<file path="src/msb_pkg.sv">
// What this block does
// - receive accepted only while rx_enable set
// - ninth transmitted bit in 9-bit modes
// - ninth received bit captured, firmware writable
// - done flags at bits 1/0, write-zero clears
// - 16-bit baud count split high/low bytes
// - shift mode clock divides by 2/4/8/16
// - global enable blocks every interrupt
// - pending mode keeps extended flags till return
// - individual enables for five standard sources
// - port 3 mask enables each of the eight port 3 extended inputs
// - priority bits raise standard sources high
// - status word flags and bank select
// - three extended flag registers reset zero
// - operand register for multiply and divide
// - flags set by one-clock rising pulse
// - fixed priority service, never nested
// - mode field picks shift, 8-bit, 9-bit
package msb_pkg;
    localparam logic [7:0] ADR_SERIAL_CONTROL = 8'h98;
    localparam logic [7:0] ADR_SERIAL_DATA    = 8'h99;
    localparam logic [7:0] ADR_BAUD_HIGH      = 8'h9A;
    localparam logic [7:0] ADR_BAUD_LOW       = 8'h9B;
    localparam logic [7:0] ADR_SYNC_DIV       = 8'h9C;
    localparam logic [7:0] ADR_PORT_TWO       = 8'hA0;
    localparam logic [7:0] ADR_IRQ_ENABLE     = 8'hA8;
    localparam logic [7:0] ADR_PORT3_MASK     = 8'hB0;
    localparam logic [7:0] ADR_IRQ_PRIO       = 8'hB8;
    localparam logic [7:0] ADR_STATUS_WORD    = 8'hD0;
    localparam logic [7:0] ADR_PORT0_FLAGS    = 8'hD8;
    localparam logic [7:0] ADR_MAIN_OPERAND   = 8'hE0;
    localparam logic [7:0] ADR_PORT1_FLAGS    = 8'hE8;
    localparam logic [7:0] ADR_MULDIV         = 8'hF0;
    localparam logic [7:0] ADR_PORT3_FLAGS    = 8'hF8;
    localparam int SC_MODE_LSB  = 6;
    localparam int SC_RX_EN     = 4;
    localparam int SC_TX9       = 3;
    localparam int SC_RX9       = 2;
    localparam int SC_TX_DONE   = 1;
    localparam int SC_RX_DONE   = 0;
    localparam int IE_GLOBAL    = 7;
    localparam int IE_PEND      = 6;
    localparam int PSW_BANK_LSB = 3;
    localparam logic [7:0] SC_RESET   = 8'h50;
    localparam logic [7:0] REG_RESET  = 8'h00;
    localparam logic [7:0] SC_MASK    = 8'hDF;
    localparam logic [7:0] IE_MASK    = 8'hDF;
    localparam logic [7:0] IP_MASK    = 8'h1F;
    localparam logic [7:0] DIV_MASK   = 8'h03;
    localparam logic [1:0] MODE_SHIFT = 2'h0;
    localparam logic [1:0] MODE_UART8 = 2'h1;
    localparam logic [3:0] BITS_SHIFT = 4'h8;
    localparam logic [3:0] BITS_UART8 = 4'hA;
    localparam logic [3:0] BITS_UART9 = 4'hB;
    localparam int NUM_STD = 5;
    localparam int NUM_EXT = 24;
    localparam int NUM_SRC = 29;
    localparam int ID_W    = 5;
endpackage

</file>
<file path="src/msb_irq_if.sv">
`timescale 1ns/1ps
interface msb_irq_if;
    logic [28:0] req;
    logic [4:0]  hi_prio;
    logic        ack;
    logic        reti;
    logic        grant_valid;
    logic [4:0]  grant_id;
    logic        in_service;
    modport bank (output req, hi_prio, ack, reti, input grant_valid, grant_id, in_service);
    modport arb  (input req, hi_prio, ack, reti, output grant_valid, grant_id, in_service);
endinterface

</file>
<file path="src/msb_sfr_bank.sv">
`timescale 1ns/1ps
module msb_sfr_bank (
    input  wire logic                        mclk_i,
    input  wire logic                        srst_i,
    input  wire logic [7:0]                  sfr_addr_i,
    input  wire logic                        sfr_wr_i,
    input  wire logic                        sfr_rd_i,
    input  wire logic [7:0]                  sfr_wdata_i,
    output logic      [7:0]                  sfr_rdata_o,
    input  wire logic [3:0]                  std_irq_flag_i,
    input  wire logic [msb_pkg::NUM_EXT-1:0] ext_irq_pulse_i,
    input  wire logic [7:0]                  port0_irq_mask_i,
    input  wire logic [7:0]                  port1_irq_mask_i,
    input  wire logic                        irq_ack_i,
    input  wire logic                        irq_reti_i,
    output logic                             irq_req_o,
    output logic      [msb_pkg::ID_W-1:0]    irq_id_o,
    input  wire logic                        rxd_i,
    output logic                             txd_o,
    output logic                             shift_clk_o,
    output logic      [1:0]                  reg_bank_o
);
    import msb_pkg::*;

    msb_irq_if irq ();

    logic [1:0]         sc_mode_ff;
    logic               sc_rx_en_ff;
    logic               sc_tx9_ff;
    logic               sc_rx9_ff;
    logic               tx_done_ff;
    logic               rx_done_ff;
    logic [7:0]         rx_data_ff;
    logic [7:0]         baud_high_ff;
    logic [7:0]         baud_low_ff;
    logic [1:0]         sync_div_ff;
    logic [7:0]         port_two_ff;
    logic [7:0]         irq_enable_ff;
    logic [7:0]         port3_mask_ff;
    logic [4:0]         irq_prio_ff;
    logic [7:0]         status_word_ff;
    logic [7:0]         main_operand_ff;
    logic [7:0]         muldiv_operand_ff;
    logic [NUM_EXT-1:0] ext_flag_ff;
    logic [NUM_EXT-1:0] ext_pulse_q_ff;
    logic [7:0]         rdata_ff;
    logic [15:0]        baud_cnt_ff;
    logic [3:0]         div_cnt_ff;
    logic               shift_clk_ff;
    logic               tx_busy_ff;
    logic [3:0]         tx_left_ff;
    logic [10:0]        tx_shift_ff;
    logic               txd_ff;
    logic               rx_busy_ff;
    logic [3:0]         rx_left_ff;
    logic [10:0]        rx_shift_ff;
    logic               rxd_q_ff;

    logic               wr_sc;
    logic               wr_data;
    logic [15:0]        baud_reload;
    logic               baud_tick;
    logic [3:0]         div_term;
    logic               div_tick;
    logic               bit_tick;
    logic               tx_set;
    logic               rx_set;
    logic [10:0]        nxt_rx_shift;
    logic [7:0]         rx_byte;
    logic               rx_ninth;
    logic [NUM_EXT-1:0] ext_set;
    logic [NUM_EXT-1:0] ext_clr;
    logic [NUM_EXT-1:0] ext_mask;
    logic [2:0]         ext_wr;
    logic [NUM_STD-1:0] std_req;
    logic               gate;

    assign wr_sc   = sfr_wr_i && sfr_addr_i == ADR_SERIAL_CONTROL;
    assign wr_data = sfr_wr_i && sfr_addr_i == ADR_SERIAL_DATA;

    // serial control: mode, receive enable, ninth bits
    always_ff @(posedge mclk_i) begin
        if (srst_i) begin
            sc_mode_ff  <= SC_RESET[SC_MODE_LSB+1:SC_MODE_LSB];
            sc_rx_en_ff <= SC_RESET[SC_RX_EN];
            sc_tx9_ff   <= SC_RESET[SC_TX9];
            sc_rx9_ff   <= SC_RESET[SC_RX9];
        end else begin
            if (wr_sc) begin
                sc_mode_ff  <= sfr_wdata_i[SC_MODE_LSB+1:SC_MODE_LSB];
                sc_rx_en_ff <= sfr_wdata_i[SC_RX_EN];
                sc_tx9_ff   <= sfr_wdata_i[SC_TX9];
            end
            // a frame landing in the write cycle keeps its ninth bit
            if (rx_set) begin
                sc_rx9_ff <= rx_ninth;
            end else if (wr_sc) begin
                sc_rx9_ff <= sfr_wdata_i[SC_RX9];
            end
        end
    end

    // done flags: set beats a write-zero clear, writing one has no effect
    always_ff @(posedge mclk_i) begin
        if (srst_i) begin
            tx_done_ff <= SC_RESET[SC_TX_DONE];
            rx_done_ff <= SC_RESET[SC_RX_DONE];
        end else begin
            tx_done_ff <= tx_set || (tx_done_ff && !(wr_sc && !sfr_wdata_i[SC_TX_DONE]));
            rx_done_ff <= rx_set || (rx_done_ff && !(wr_sc && !sfr_wdata_i[SC_RX_DONE]));
        end
    end

    // plain byte registers
    always_ff @(posedge mclk_i) begin
        if (srst_i) begin
            baud_high_ff      <= REG_RESET;
            baud_low_ff       <= REG_RESET;
            sync_div_ff       <= REG_RESET[1:0];
            port_two_ff       <= REG_RESET;
            irq_enable_ff     <= REG_RESET;
            port3_mask_ff     <= REG_RESET;
            irq_prio_ff       <= REG_RESET[4:0];
            status_word_ff    <= REG_RESET;
            main_operand_ff   <= REG_RESET;
            muldiv_operand_ff <= REG_RESET;
        end else if (sfr_wr_i) begin
            unique case (sfr_addr_i)
                ADR_BAUD_HIGH:    baud_high_ff      <= sfr_wdata_i;
                ADR_BAUD_LOW:     baud_low_ff       <= sfr_wdata_i;
                ADR_SYNC_DIV:     sync_div_ff       <= sfr_wdata_i[1:0];
                ADR_PORT_TWO:     port_two_ff       <= sfr_wdata_i;
                ADR_IRQ_ENABLE:   irq_enable_ff     <= sfr_wdata_i & IE_MASK;
                ADR_PORT3_MASK:   port3_mask_ff     <= sfr_wdata_i;
                ADR_IRQ_PRIO:     irq_prio_ff       <= sfr_wdata_i[4:0];
                ADR_STATUS_WORD:  status_word_ff    <= sfr_wdata_i;
                ADR_MAIN_OPERAND: main_operand_ff   <= sfr_wdata_i;
                ADR_MULDIV:       muldiv_operand_ff <= sfr_wdata_i;
                default: ;
            endcase
        end
    end

    // bit timing: reload count in variable modes, divider in shift mode
    assign baud_reload = {baud_high_ff, baud_low_ff};
    assign baud_tick   = baud_cnt_ff >= baud_reload;
    assign div_term    = 4'((5'h02 << sync_div_ff) - 5'h01);
    assign div_tick    = div_cnt_ff >= div_term;
    assign bit_tick    = (sc_mode_ff == MODE_SHIFT) ? div_tick : baud_tick;

    always_ff @(posedge mclk_i) begin
        if (srst_i) begin
            baud_cnt_ff <= 16'h0000;
            div_cnt_ff  <= 4'h0;
        end else begin
            baud_cnt_ff <= baud_tick ? 16'h0000 : baud_cnt_ff + 16'h0001;
            div_cnt_ff  <= div_tick ? 4'h0 : div_cnt_ff + 4'h1;
        end
    end

    // shift clock low in the first half of each bit, high when idle
    always_ff @(posedge mclk_i) begin
        if (srst_i) begin
            shift_clk_ff <= 1'b1;
        end else begin
            // inclusive compare keeps one low cycle at divide by two
            shift_clk_ff <= !(tx_busy_ff && sc_mode_ff == MODE_SHIFT && div_cnt_ff <= (div_term >> 1));
        end
    end

    // transmitter; a write while busy is dropped, firmware waits for the flag
    assign tx_set = tx_busy_ff && bit_tick && tx_left_ff == 4'h0;

    always_ff @(posedge mclk_i) begin
        if (srst_i) begin
            tx_busy_ff  <= 1'b0;
            tx_left_ff  <= 4'h0;
            tx_shift_ff <= 11'h7FF;
            txd_ff      <= 1'b1;
        end else if (wr_data && !tx_busy_ff) begin
            tx_busy_ff <= 1'b1;
            unique case (sc_mode_ff)
                MODE_SHIFT: begin
                    tx_shift_ff <= {3'h7, sfr_wdata_i};
                    tx_left_ff  <= BITS_SHIFT;
                end
                MODE_UART8: begin
                    tx_shift_ff <= {2'h3, sfr_wdata_i, 1'b0};
                    tx_left_ff  <= BITS_UART8;
                end
                default: begin
                    tx_shift_ff <= {1'b1, sc_tx9_ff, sfr_wdata_i, 1'b0};
                    tx_left_ff  <= BITS_UART9;
                end
            endcase
        end else if (tx_busy_ff && bit_tick) begin
            if (tx_left_ff != 4'h0) begin
                txd_ff      <= tx_shift_ff[0];
                tx_shift_ff <= {1'b1, tx_shift_ff[10:1]};
                tx_left_ff  <= tx_left_ff - 4'h1;
            end else begin
                tx_busy_ff <= 1'b0;
                txd_ff     <= 1'b1;
            end
        end
    end

    // receiver, variable-rate modes only; shift-mode reception not supported
    assign nxt_rx_shift = {rxd_i, rx_shift_ff[10:1]};
    assign rx_byte      = (sc_mode_ff == MODE_UART8) ? nxt_rx_shift[9:2] : nxt_rx_shift[8:1];
    assign rx_ninth     = (sc_mode_ff == MODE_UART8) ? nxt_rx_shift[10] : nxt_rx_shift[9];
    assign rx_set       = rx_busy_ff && bit_tick && rx_left_ff == 4'h1 && sc_rx_en_ff;

    always_ff @(posedge mclk_i) begin
        if (srst_i) begin
            rxd_q_ff    <= 1'b1;
            rx_busy_ff  <= 1'b0;
            rx_left_ff  <= 4'h0;
            rx_shift_ff <= 11'h000;
            rx_data_ff  <= REG_RESET;
        end else begin
            rxd_q_ff <= rxd_i;
            if (!rx_busy_ff) begin
                if (sc_rx_en_ff && sc_mode_ff != MODE_SHIFT && rxd_q_ff && !rxd_i) begin
                    rx_busy_ff <= 1'b1;
                    rx_left_ff <= (sc_mode_ff == MODE_UART8) ? BITS_UART8 : BITS_UART9;
                end
            end else if (!sc_rx_en_ff) begin
                rx_busy_ff <= 1'b0;
            end else if (bit_tick) begin
                rx_shift_ff <= nxt_rx_shift;
                rx_left_ff  <= rx_left_ff - 4'h1;
                if (rx_left_ff == 4'h1) begin
                    rx_busy_ff <= 1'b0;
                    rx_data_ff <= rx_byte;
                end
            end
        end
    end

    // extended flags: rising one-clock pulses set, service end or entry clears
    assign ext_mask = {port3_mask_ff, port1_irq_mask_i, port0_irq_mask_i};
    assign ext_wr   = {sfr_wr_i && sfr_addr_i == ADR_PORT3_FLAGS,
                       sfr_wr_i && sfr_addr_i == ADR_PORT1_FLAGS,
                       sfr_wr_i && sfr_addr_i == ADR_PORT0_FLAGS};

    always_ff @(posedge mclk_i) begin
        if (srst_i) begin
            ext_pulse_q_ff <= '0;
        end else begin
            ext_pulse_q_ff <= ext_irq_pulse_i;
        end
    end

    for (genvar g = 0; g < NUM_EXT; g++) begin : g_ext
        localparam logic [ID_W-1:0] SRC_ID = ID_W'(g + NUM_STD);
        assign ext_set[g] = ext_irq_pulse_i[g] && !ext_pulse_q_ff[g];
        // trigger mode drops the flag on entry, pending mode holds it to the return
        assign ext_clr[g] = (irq.grant_id == SRC_ID) &&
                            (irq_enable_ff[IE_PEND] ? (irq.in_service && irq_reti_i)
                                                    : (irq.grant_valid && irq_ack_i));
        always_ff @(posedge mclk_i) begin
            if (srst_i) begin
                ext_flag_ff[g] <= 1'b0;
            end else if (ext_set[g]) begin
                ext_flag_ff[g] <= 1'b1;
            end else if (ext_clr[g]) begin
                ext_flag_ff[g] <= 1'b0;
            end else if (ext_wr[g / 8]) begin
                ext_flag_ff[g] <= sfr_wdata_i[g % 8];
            end
        end
    end

    // requests to the arbiter
    assign gate    = irq_enable_ff[IE_GLOBAL];
    assign std_req = {tx_done_ff || rx_done_ff, std_irq_flag_i} & irq_enable_ff[4:0];
    assign irq.req     = {ext_flag_ff & ext_mask, std_req} & {NUM_SRC{gate}};
    assign irq.hi_prio = irq_prio_ff;
    assign irq.ack     = irq_ack_i;
    assign irq.reti    = irq_reti_i;

    msb_irq_arb u_arb (
        .mclk_i (mclk_i),
        .srst_i (srst_i),
        .irq    (irq)
    );

    // registered read data, unmapped addresses read zero
    always_ff @(posedge mclk_i) begin
        if (srst_i) begin
            rdata_ff <= 8'h00;
        end else if (sfr_rd_i) begin
            unique case (sfr_addr_i)
                ADR_SERIAL_CONTROL: rdata_ff <= {sc_mode_ff, 1'b0, sc_rx_en_ff, sc_tx9_ff, sc_rx9_ff,
                                                 tx_done_ff, rx_done_ff} & SC_MASK;
                ADR_SERIAL_DATA:    rdata_ff <= rx_data_ff;
                ADR_BAUD_HIGH:      rdata_ff <= baud_high_ff;
                ADR_BAUD_LOW:       rdata_ff <= baud_low_ff;
                ADR_SYNC_DIV:       rdata_ff <= {6'h00, sync_div_ff} & DIV_MASK;
                ADR_PORT_TWO:       rdata_ff <= port_two_ff;
                ADR_IRQ_ENABLE:     rdata_ff <= irq_enable_ff;
                ADR_PORT3_MASK:     rdata_ff <= port3_mask_ff;
                ADR_IRQ_PRIO:       rdata_ff <= {3'h0, irq_prio_ff} & IP_MASK;
                ADR_STATUS_WORD:    rdata_ff <= status_word_ff;
                ADR_PORT0_FLAGS:    rdata_ff <= ext_flag_ff[7:0];
                ADR_MAIN_OPERAND:   rdata_ff <= main_operand_ff;
                ADR_PORT1_FLAGS:    rdata_ff <= ext_flag_ff[15:8];
                ADR_MULDIV:         rdata_ff <= muldiv_operand_ff;
                ADR_PORT3_FLAGS:    rdata_ff <= ext_flag_ff[23:16];
                default:            rdata_ff <= 8'h00;
            endcase
        end
    end

    assign sfr_rdata_o = rdata_ff;
    assign irq_req_o   = irq.grant_valid;
    assign irq_id_o    = irq.grant_id;
    assign txd_o       = txd_ff;
    assign shift_clk_o = shift_clk_ff;
    assign reg_bank_o  = status_word_ff[PSW_BANK_LSB+1:PSW_BANK_LSB];
endmodule // msb_sfr_bank

</file>
<file path="src/msb_irq_arb.sv">
`timescale 1ns/1ps
module msb_irq_arb (
    input  wire logic mclk_i,
    input  wire logic srst_i,
    msb_irq_if.arb    irq
);
    import msb_pkg::*;

    typedef enum logic [1:0] {ARB_IDLE, ARB_OFFER, ARB_SERVE} msb_arb_state_t;

    msb_arb_state_t   state_ff;
    logic             grant_valid_ff;
    logic [ID_W-1:0]  grant_id_ff;
    logic             pick_valid;
    logic [ID_W-1:0]  pick_id;

    // lowest index wins; high-priority standard sources override
    always_comb begin
        pick_valid = 1'b0;
        pick_id    = '0;
        for (int i = NUM_SRC - 1; i >= 0; i--) begin
            if (irq.req[i]) begin
                pick_valid = 1'b1;
                pick_id    = ID_W'(i);
            end
        end
        for (int i = NUM_STD - 1; i >= 0; i--) begin
            if (irq.req[i] && irq.hi_prio[i]) begin
                pick_valid = 1'b1;
                pick_id    = ID_W'(i);
            end
        end
    end

    always_ff @(posedge mclk_i) begin
        if (srst_i) begin
            state_ff       <= ARB_IDLE;
            grant_valid_ff <= 1'b0;
            grant_id_ff    <= '0;
        end else begin
            unique case (state_ff)
                ARB_IDLE: begin
                    if (pick_valid) begin
                        state_ff       <= ARB_OFFER;
                        grant_valid_ff <= 1'b1;
                        grant_id_ff    <= pick_id;
                    end
                end
                ARB_OFFER: begin
                    if (irq.ack) begin
                        state_ff       <= ARB_SERVE;
                        grant_valid_ff <= 1'b0;
                    end else if (!irq.req[grant_id_ff]) begin
                        state_ff       <= ARB_IDLE;
                        grant_valid_ff <= 1'b0;
                    end
                end
                ARB_SERVE: begin
                    // no preemption: nothing offered until the return
                    if (irq.reti) begin
                        state_ff <= ARB_IDLE;
                    end
                end
            endcase
        end
    end

    assign irq.grant_valid = grant_valid_ff;
    assign irq.grant_id    = grant_id_ff;
    assign irq.in_service  = (state_ff == ARB_SERVE);
endmodule // msb_irq_arb

</file>
<file path="config.mk">
export PLATFORM = sky130hd
export DESIGN_NAME = msb_sfr_bank
export DESIGN_NICKNAME = d
export VERILOG_FILES = /design/src/msb_pkg.sv /design/src/msb_irq_if.sv /design/src/msb_sfr_bank.sv /design/src/msb_irq_arb.sv
export SDC_FILE = /design/constraint.sdc
export NUM_CORES = 1
export LEC_CHECK = 0
export BUFFER_PORTS_ARGS = -buffer_cell sky130_fd_sc_hd__buf_2
export CAP_MARGIN = 20
export CORE_MARGIN = 4
export CORE_UTILIZATION = 61
export DETAILED_ROUTE_END_ITERATION = 16
export PLACE_DENSITY = 0.82
export SYNTH_ARGS = -nofsm -noshare
export SYNTH_HDL_FRONTEND = slang
export SYNTH_SLANG_ARGS = --single-unit
</file>
<file path="constraint.sdc">
create_clock -name mclk_i -period 3.2 [get_ports mclk_i]
set_input_delay 0.32 -clock mclk_i [delete_from_list [all_inputs] [get_ports mclk_i]]
set_output_delay 0.32 -clock mclk_i [all_outputs]
set_load 0.005 [all_outputs]
</file>
* Word-level counts from Yosys, hierarchy flattened
Index checks and enable logic that the tools add are counted.
** Word-level totals
- Register bits :: 204
- Output and inout bits :: 18
- Word-level logic and storage cells :: 464
** Operators by class
- Add/subtract/negate cells :: 5
- $lt $le $gt $ge :: 4
- Equal/unequal tests :: 49
- Shift operators :: 1
- Multiplexer cells :: 180
- Bitwise operators :: 4
- Reductions and logical operators :: 164
** Operators with widths (number)
- $mux 5 :: 34
- $mux 1 :: 125
- $eq 8x8->1 const B :: 15
- $pmux 8 s15 :: 1
- $logic_and 1x1->1 :: 75
- $reduce_bool 3->1 :: 24
- $eq 5x5->1 const B :: 13
- $eq 5x4->1 const B :: 8
- $mux 11 :: 3
- $logic_not 1->1 :: 31
- $and 29x29->29 :: 1
- $mux 4 :: 7
- $reduce_and 2->1 :: 14
- $and 24x24->24 :: 1
- $pmux 10 s2 :: 1
- $add 16x1->16 const B :: 1
- $ge 16x16->1 :: 1
- $eq 5x3->1 const B :: 3
- $reduce_and 3->1 :: 4
- $reduce_bool 2->1 :: 6
- $sub 4x1->4 const B :: 3
- $mux 2 :: 4
- $mux 8 :: 1
- $lt 5x6->1 const B :: 1
- other kinds (22) :: 30

* Longest topological paths before layout
- Depth after elaboration :: 39
- Mapped depth :: 12
- Depth with buffers taken out :: 10

* Modules after synthesis
From an unflattened synthesis, not the netlist that was laid out.
** Second synthesis, totals
- Cells, all modules :: 1266
- Area total of the unflattened synthesis :: 10675.2 um^2
** By module, submodules not included
- msb_sfr_bank :: times used 1, cells each 1129, area an instance 9649.3 um^2, seq. area each 3863.7 um^2
- msb_irq_arb :: times used 1, cells each 137, area an instance 1026.0 um^2, seq. area each 160.2 um^2

* Least setup slack after synthesis
OpenSTA, ideal clock, no wires.
- Path type :: reg2reg
- From :: register sync_div_ff[0]
- To :: register rx_shift_ff[10]
- Arrival time :: 2.203 ns
- Required time :: 3.072 ns
- Setup slack :: 0.869 ns
- Stages on the path, launching flop included :: 12
- Path buffers :: 1
- Clock period less this slack :: 2.331 ns
- Cells stage by stage :: dfxtp_1 > or2_2 > inv_1 > ha_1 > a21o_1 > a21o_1 > a21oi_1 > nand2_1 > nand4_1 > buf_2 > mux2i_1 > nor2_1
** On the way
- Longest elaborated chain between the ends :: 5
** RTL lines
- start: declaration :: line msb_sfr_bank.sv:36 : logic [1:0] sync_div_ff;
- start signal: assignment :: line msb_sfr_bank.sv:119 : sync_div_ff <= REG_RESET[1:0];
- start signal: assignment :: line msb_sfr_bank.sv:131 : ADR_SYNC_DIV: sync_div_ff <= sfr_wdata_i[1:0];
- $shl 2x2->4 :: line msb_sfr_bank.sv:147 : assign div_term = 4'((5'h02 << sync_div_ff) - 5'h01);
- $sub 4x1->4 :: line msb_sfr_bank.sv:147
- $ge 4x4->1 :: line msb_sfr_bank.sv:148 : assign div_tick = div_cnt_ff >= div_term;
- $mux 1 :: line msb_sfr_bank.sv:149 : assign bit_tick = (sc_mode_ff == MODE_SHIFT) ? div_tick : baud_tick;
- $reduce_and 3->1 (no source line)
- end signal: assignment :: line msb_sfr_bank.sv:231 : rx_shift_ff <= nxt_rx_shift;
- end: declaration :: line msb_sfr_bank.sv:56 : logic [10:0] rx_shift_ff;
No other way between the ends.
A chain may end at the register's enable or synchronous reset.

* Final worst setup path
- From :: register baud_high_ff[7]
- To :: register rx_data_ff[5]
** On the way
- Longest elaborated chain between the ends :: 3
** RTL lines
- start: declaration :: line msb_sfr_bank.sv:34 : logic [7:0] baud_high_ff;
- start signal: assignment :: line msb_sfr_bank.sv:129 : ADR_BAUD_HIGH: baud_high_ff <= sfr_wdata_i;
- $ge 16x16->1 :: line msb_sfr_bank.sv:146 : assign baud_tick = baud_cnt_ff >= baud_reload;
- $mux 1 :: line msb_sfr_bank.sv:149
- $reduce_and 4->1 (no source line)
- end signal: assignment :: line msb_sfr_bank.sv:235 : rx_data_ff <= rx_byte;
- end: declaration :: line msb_sfr_bank.sv:33 : logic [7:0] rx_data_ff;
No other way between the ends.

==> flow_summary.json <==
{
  "run_status": "completed",
  "die_h_um": 140,
  "holdPathEnd": "ext_pulse_q_ff[3]",
  "final_nets": 1441,
  "finalHoldViolCount": 0,
  "synth-async-reset-ratio_pct": 0,
  "drive_above_1_share_pct": 12.4,
  "max_slew.worst_pin.slew_ns": 1.10,
  "number_of_violations_reported_at_the_end_of_detailed_routing_iteration_0": 1336,
  "timing.final.max_slew_violations": 0,
  "pre_cts_ws_ns": 0.446,
  "path_clk_slew_ns": 0.06,
  "power.ir.vdd_worst_mv": 0.468,
  "cp_max_fo": 19,
  "cts_hold_buf": 0,
  "cts_root_buffer": "sky130_fd_sc_hd__clkbuf_16",
  "max-clock-path-buffers": 3,
  "min_path_cells": 2,
  "cts_tree": "done",
  "place.detailed.hpwl_um": 22700,
  "synthDominantCellAreaShare_pct": 38.0,
  "detail_route.first_pass.iterations": 9,
  "clock_sink_count": 201,
  "postCtsSetupBuffers": 0,
  "static-leakage-power_nw": 4.46,
  "pwr-share-seq_pct": 45.6,
  "synth_largest_area_cell": "sky130_fd_sc_hd__dfxtp_1",
  "switchingPower_w": 0.00144,
  "timing_worst_setup_path_type": "flip-flop to flip-flop",
  "clkLatencyLatePin_ns": 0.52,
  "critical_path.startpoint_type": "flip-flop",
  "avgRoutedWirePerCell_um": 20.4,
  "synthDistinctLibCells": 75,
  "slew_headroom_pct": 26.7,
  "launch_point_of_the_worst_hold_path": "ext_irq_pulse_i[3]",
  "synth_cells": 1298,
  "maxClockFrequency_mhz": 354,
  "post_cts.resized_instances": 0,
  "synthesis.nets": 1395,
  "globalplace.congestion": 1.04,
  "crit_required_ns": 3.62,
  "synth-edff-count": 0,
  "synth_commonest_cells": "sky130_fd_sc_hd__dfxtp_1, sky130_fd_sc_hd__nand2_1, sky130_fd_sc_hd__a21oi_1",
  "cts_bufs_inserted": 22,
  "core_region_area_um2": 16800,
  "synth.most_common_cell": "sky130_fd_sc_hd__dfxtp_1",
  "m1WireLength_um": 12700,
  "clockPowerShare_pct": 45.4,
  "hold_class": "input pin to flip-flop",
  "crit_path_end_kind": "flip-flop",
  "switching_share_pct": 24.7,
  "finClkSkew_ns": 0.0194,
  "die_x_um": 140,
  "syn-mean-instance-area_um2": 8.15,
  "routed-wl-met2_um": 14500,
  "design.portCount": 85,
  "reg2reg_to": "rx_data_ff[5]",
  "ys_ff_latch": 201,
  "initial_utilization_pct": 63.1,
  "grt_max_degree": 108,
  "yosys_warnings": 0,
  "finished_layout_cell_area_um2": 11800,
  "seq_area_frac_synth_pct": 38.0,
  "first_pass_grt_wire_length_um": 50000,
  "drt-total-wl_um": 32300,
  "utilization_pct": 70.4,
  "detailed_place.area_um2": 11000,
  "ys.flop_type": "sky130_fd_sc_hd__dfxtp_1",
  "fp-row-count": 47,
  "postLayoutSetupSlackWorst_ns": 0.376,
  "antenna_found_initial": 0,
  "die-area_um2": 19500,
  "finalSetupTns_ns": 0,
  "globalRouteOverflowTotal": 0,
  "p_int_w": 0.00438,
  "synth_top_cells_by_area": "sky130_fd_sc_hd__dfxtp_1, sky130_fd_sc_hd__nand2_1, sky130_fd_sc_hd__a21oi_1, sky130_fd_sc_hd__nand3_1, sky130_fd_sc_hd__ha_1",
  "vias": 10300,
  "postRouteAntennaNets": 0,
  "rsz0062_at_grt": "false",
  "worstRegToRegCells": 9,
  "grt_usage_pct": 31.0,
  "startpoint_of_the_lowest_slack_register_to_register_path": "baud_high_ff[7]",
  "highest_layer": "met4",
  "htree_levels": 1,
  "critPathArrivalTime_ns": 3.24,
  "drc": 0,
  "first_global_vias": 9380,
  "vias_per_cell": 6.51,
  "setup_slack_reg_to_reg_ns": 0.38,
  "cell_area_after_synthesis_um2": 10600,
  "final.period_utilization_pct": 88.2,
  "dr_wl_met3_um": 3340,
  "final.min_clock_period_ns": 2.82,
  "max_cap_viol_count": 0,
  "layout-area-overhead-vs-synth_pct": 11.5,
  "p_per_area_nw_per_um2": 493,
  "combPwrFrac_pct": 9.0,
  "setup-violations-final": 0,
  "placement.io_buffers": 84
}
[power by group through the flow]
stage,clock network [W],logic (W),registers (W)
final,0.00264,0.000523,0.00265
after global routing,0.00276,0.000574,0.00266
after CTS,0.00265,0.000513,0.00265
after detailed placement,0,0.000508,0.00270
after global placement,0,0.000496,0.00270
after floorplan,0,0.000356,0.00267
[through the flow]
step	std cells	hold slack [ns]	total power, W
6_report	1579	0.0396	0.00582
3_5_place_dp	1540	0.446	0.00321
4_1_cts	1578	0.0303	0.00581
3_3_place_gp	1540	0.441	0.00320
5_1_grt	1578	0.0442	0.00599
2_1_floorplan	1298	0.426	0.00302
[layer usage]
layer,track usage [%],vias up
li1,-,4800
met1,40.7,4749
met2,49.8,587
met3,5.66,142
met4,13.8,0
met5,0,-
[final cells by class]
cell class | count | area (µm²)
timing repair buffer | 108 | 603
clock inverter | 9 | 131
tap | 220 | 275
clock buffer | 29 | 617
sequential | 201 | 4020
inverter | 41 | 154
fill | 1373 | 4970
multi-input combinational | 970 | 5990
antenna | 1 | 2.50
[flip-flops by register name, indices dropped and copies added, names as in the netlist, 9 cells and up]
signal,cells
ext_pulse_q_ff,24
ext_flag_ff,24
tx_shift_ff,10
rx_shift_ff,9
baud_cnt_ff,16
[cell usage in the layout, fill, tap and decap left out, drive strengths merged, types with 14 or more instances in the layout]
master,count
nand2,180
nor2b,33
nor2,68
buf,108
o21ai,43
nor3,20
a21oi,130
and3,16
a211oi,23
and2,27
clkbuf,29
a22o,14
dfxtp,201
nand2b,34
nand3,101
mux2i,34
inv,41
a22oi,18
ha,30
[how the worst max path moves through the flow]
stage / end / startpoint
global placement: sc_rx9_ff / baud_high_ff[7]
CTS: rx_data_ff[5] / baud_high_ff[7]
global route: rx_data_ff[0] / baud_high_ff[7]
finish: rx_data_ff[5] / baud_high_ff[7]
floorplan: rx_shift_ff[10] / sync_div_ff[0]
detailed placement: rx_data_ff[1] / baud_high_ff[7]
[worst max-delay path, cell delays in order (launching register included)]
cell and delay (ns):
sky130_fd_sc_hd__dfxtp_1 0.36, sky130_fd_sc_hd__inv_1 0.06, sky130_fd_sc_hd__ha_1 0.31, sky130_fd_sc_hd__nand4_1 0.13, sky130_fd_sc_hd__nor3_1 0.20, sky130_fd_sc_hd__o21ai_0 0.14, sky130_fd_sc_hd__o211ai_1 0.47, sky130_fd_sc_hd__and4_1 0.67
sky130_fd_sc_hd__nor2_1 0.12, sky130_fd_sc_hd__a211oi_1 0.25
[cells by family (layout without fill, tap and decap cells)]
family | count (synthesis) | in the layout | share of synthesized area (%)
simple gates | 532 | 532 | 25.4
compound gates | 349 | 349 | 22.1
flops | 201 | 201 | 38.0
buf+inv | 127 | 187 | 5.37
mux | 41 | 41 | 4.07
fa+ha+maj | 30 | 30 | 3.55
xor+xnor | 18 | 18 | 1.49
other cells | 0 | 1 | 0
(Power assumes the default switching activity.)
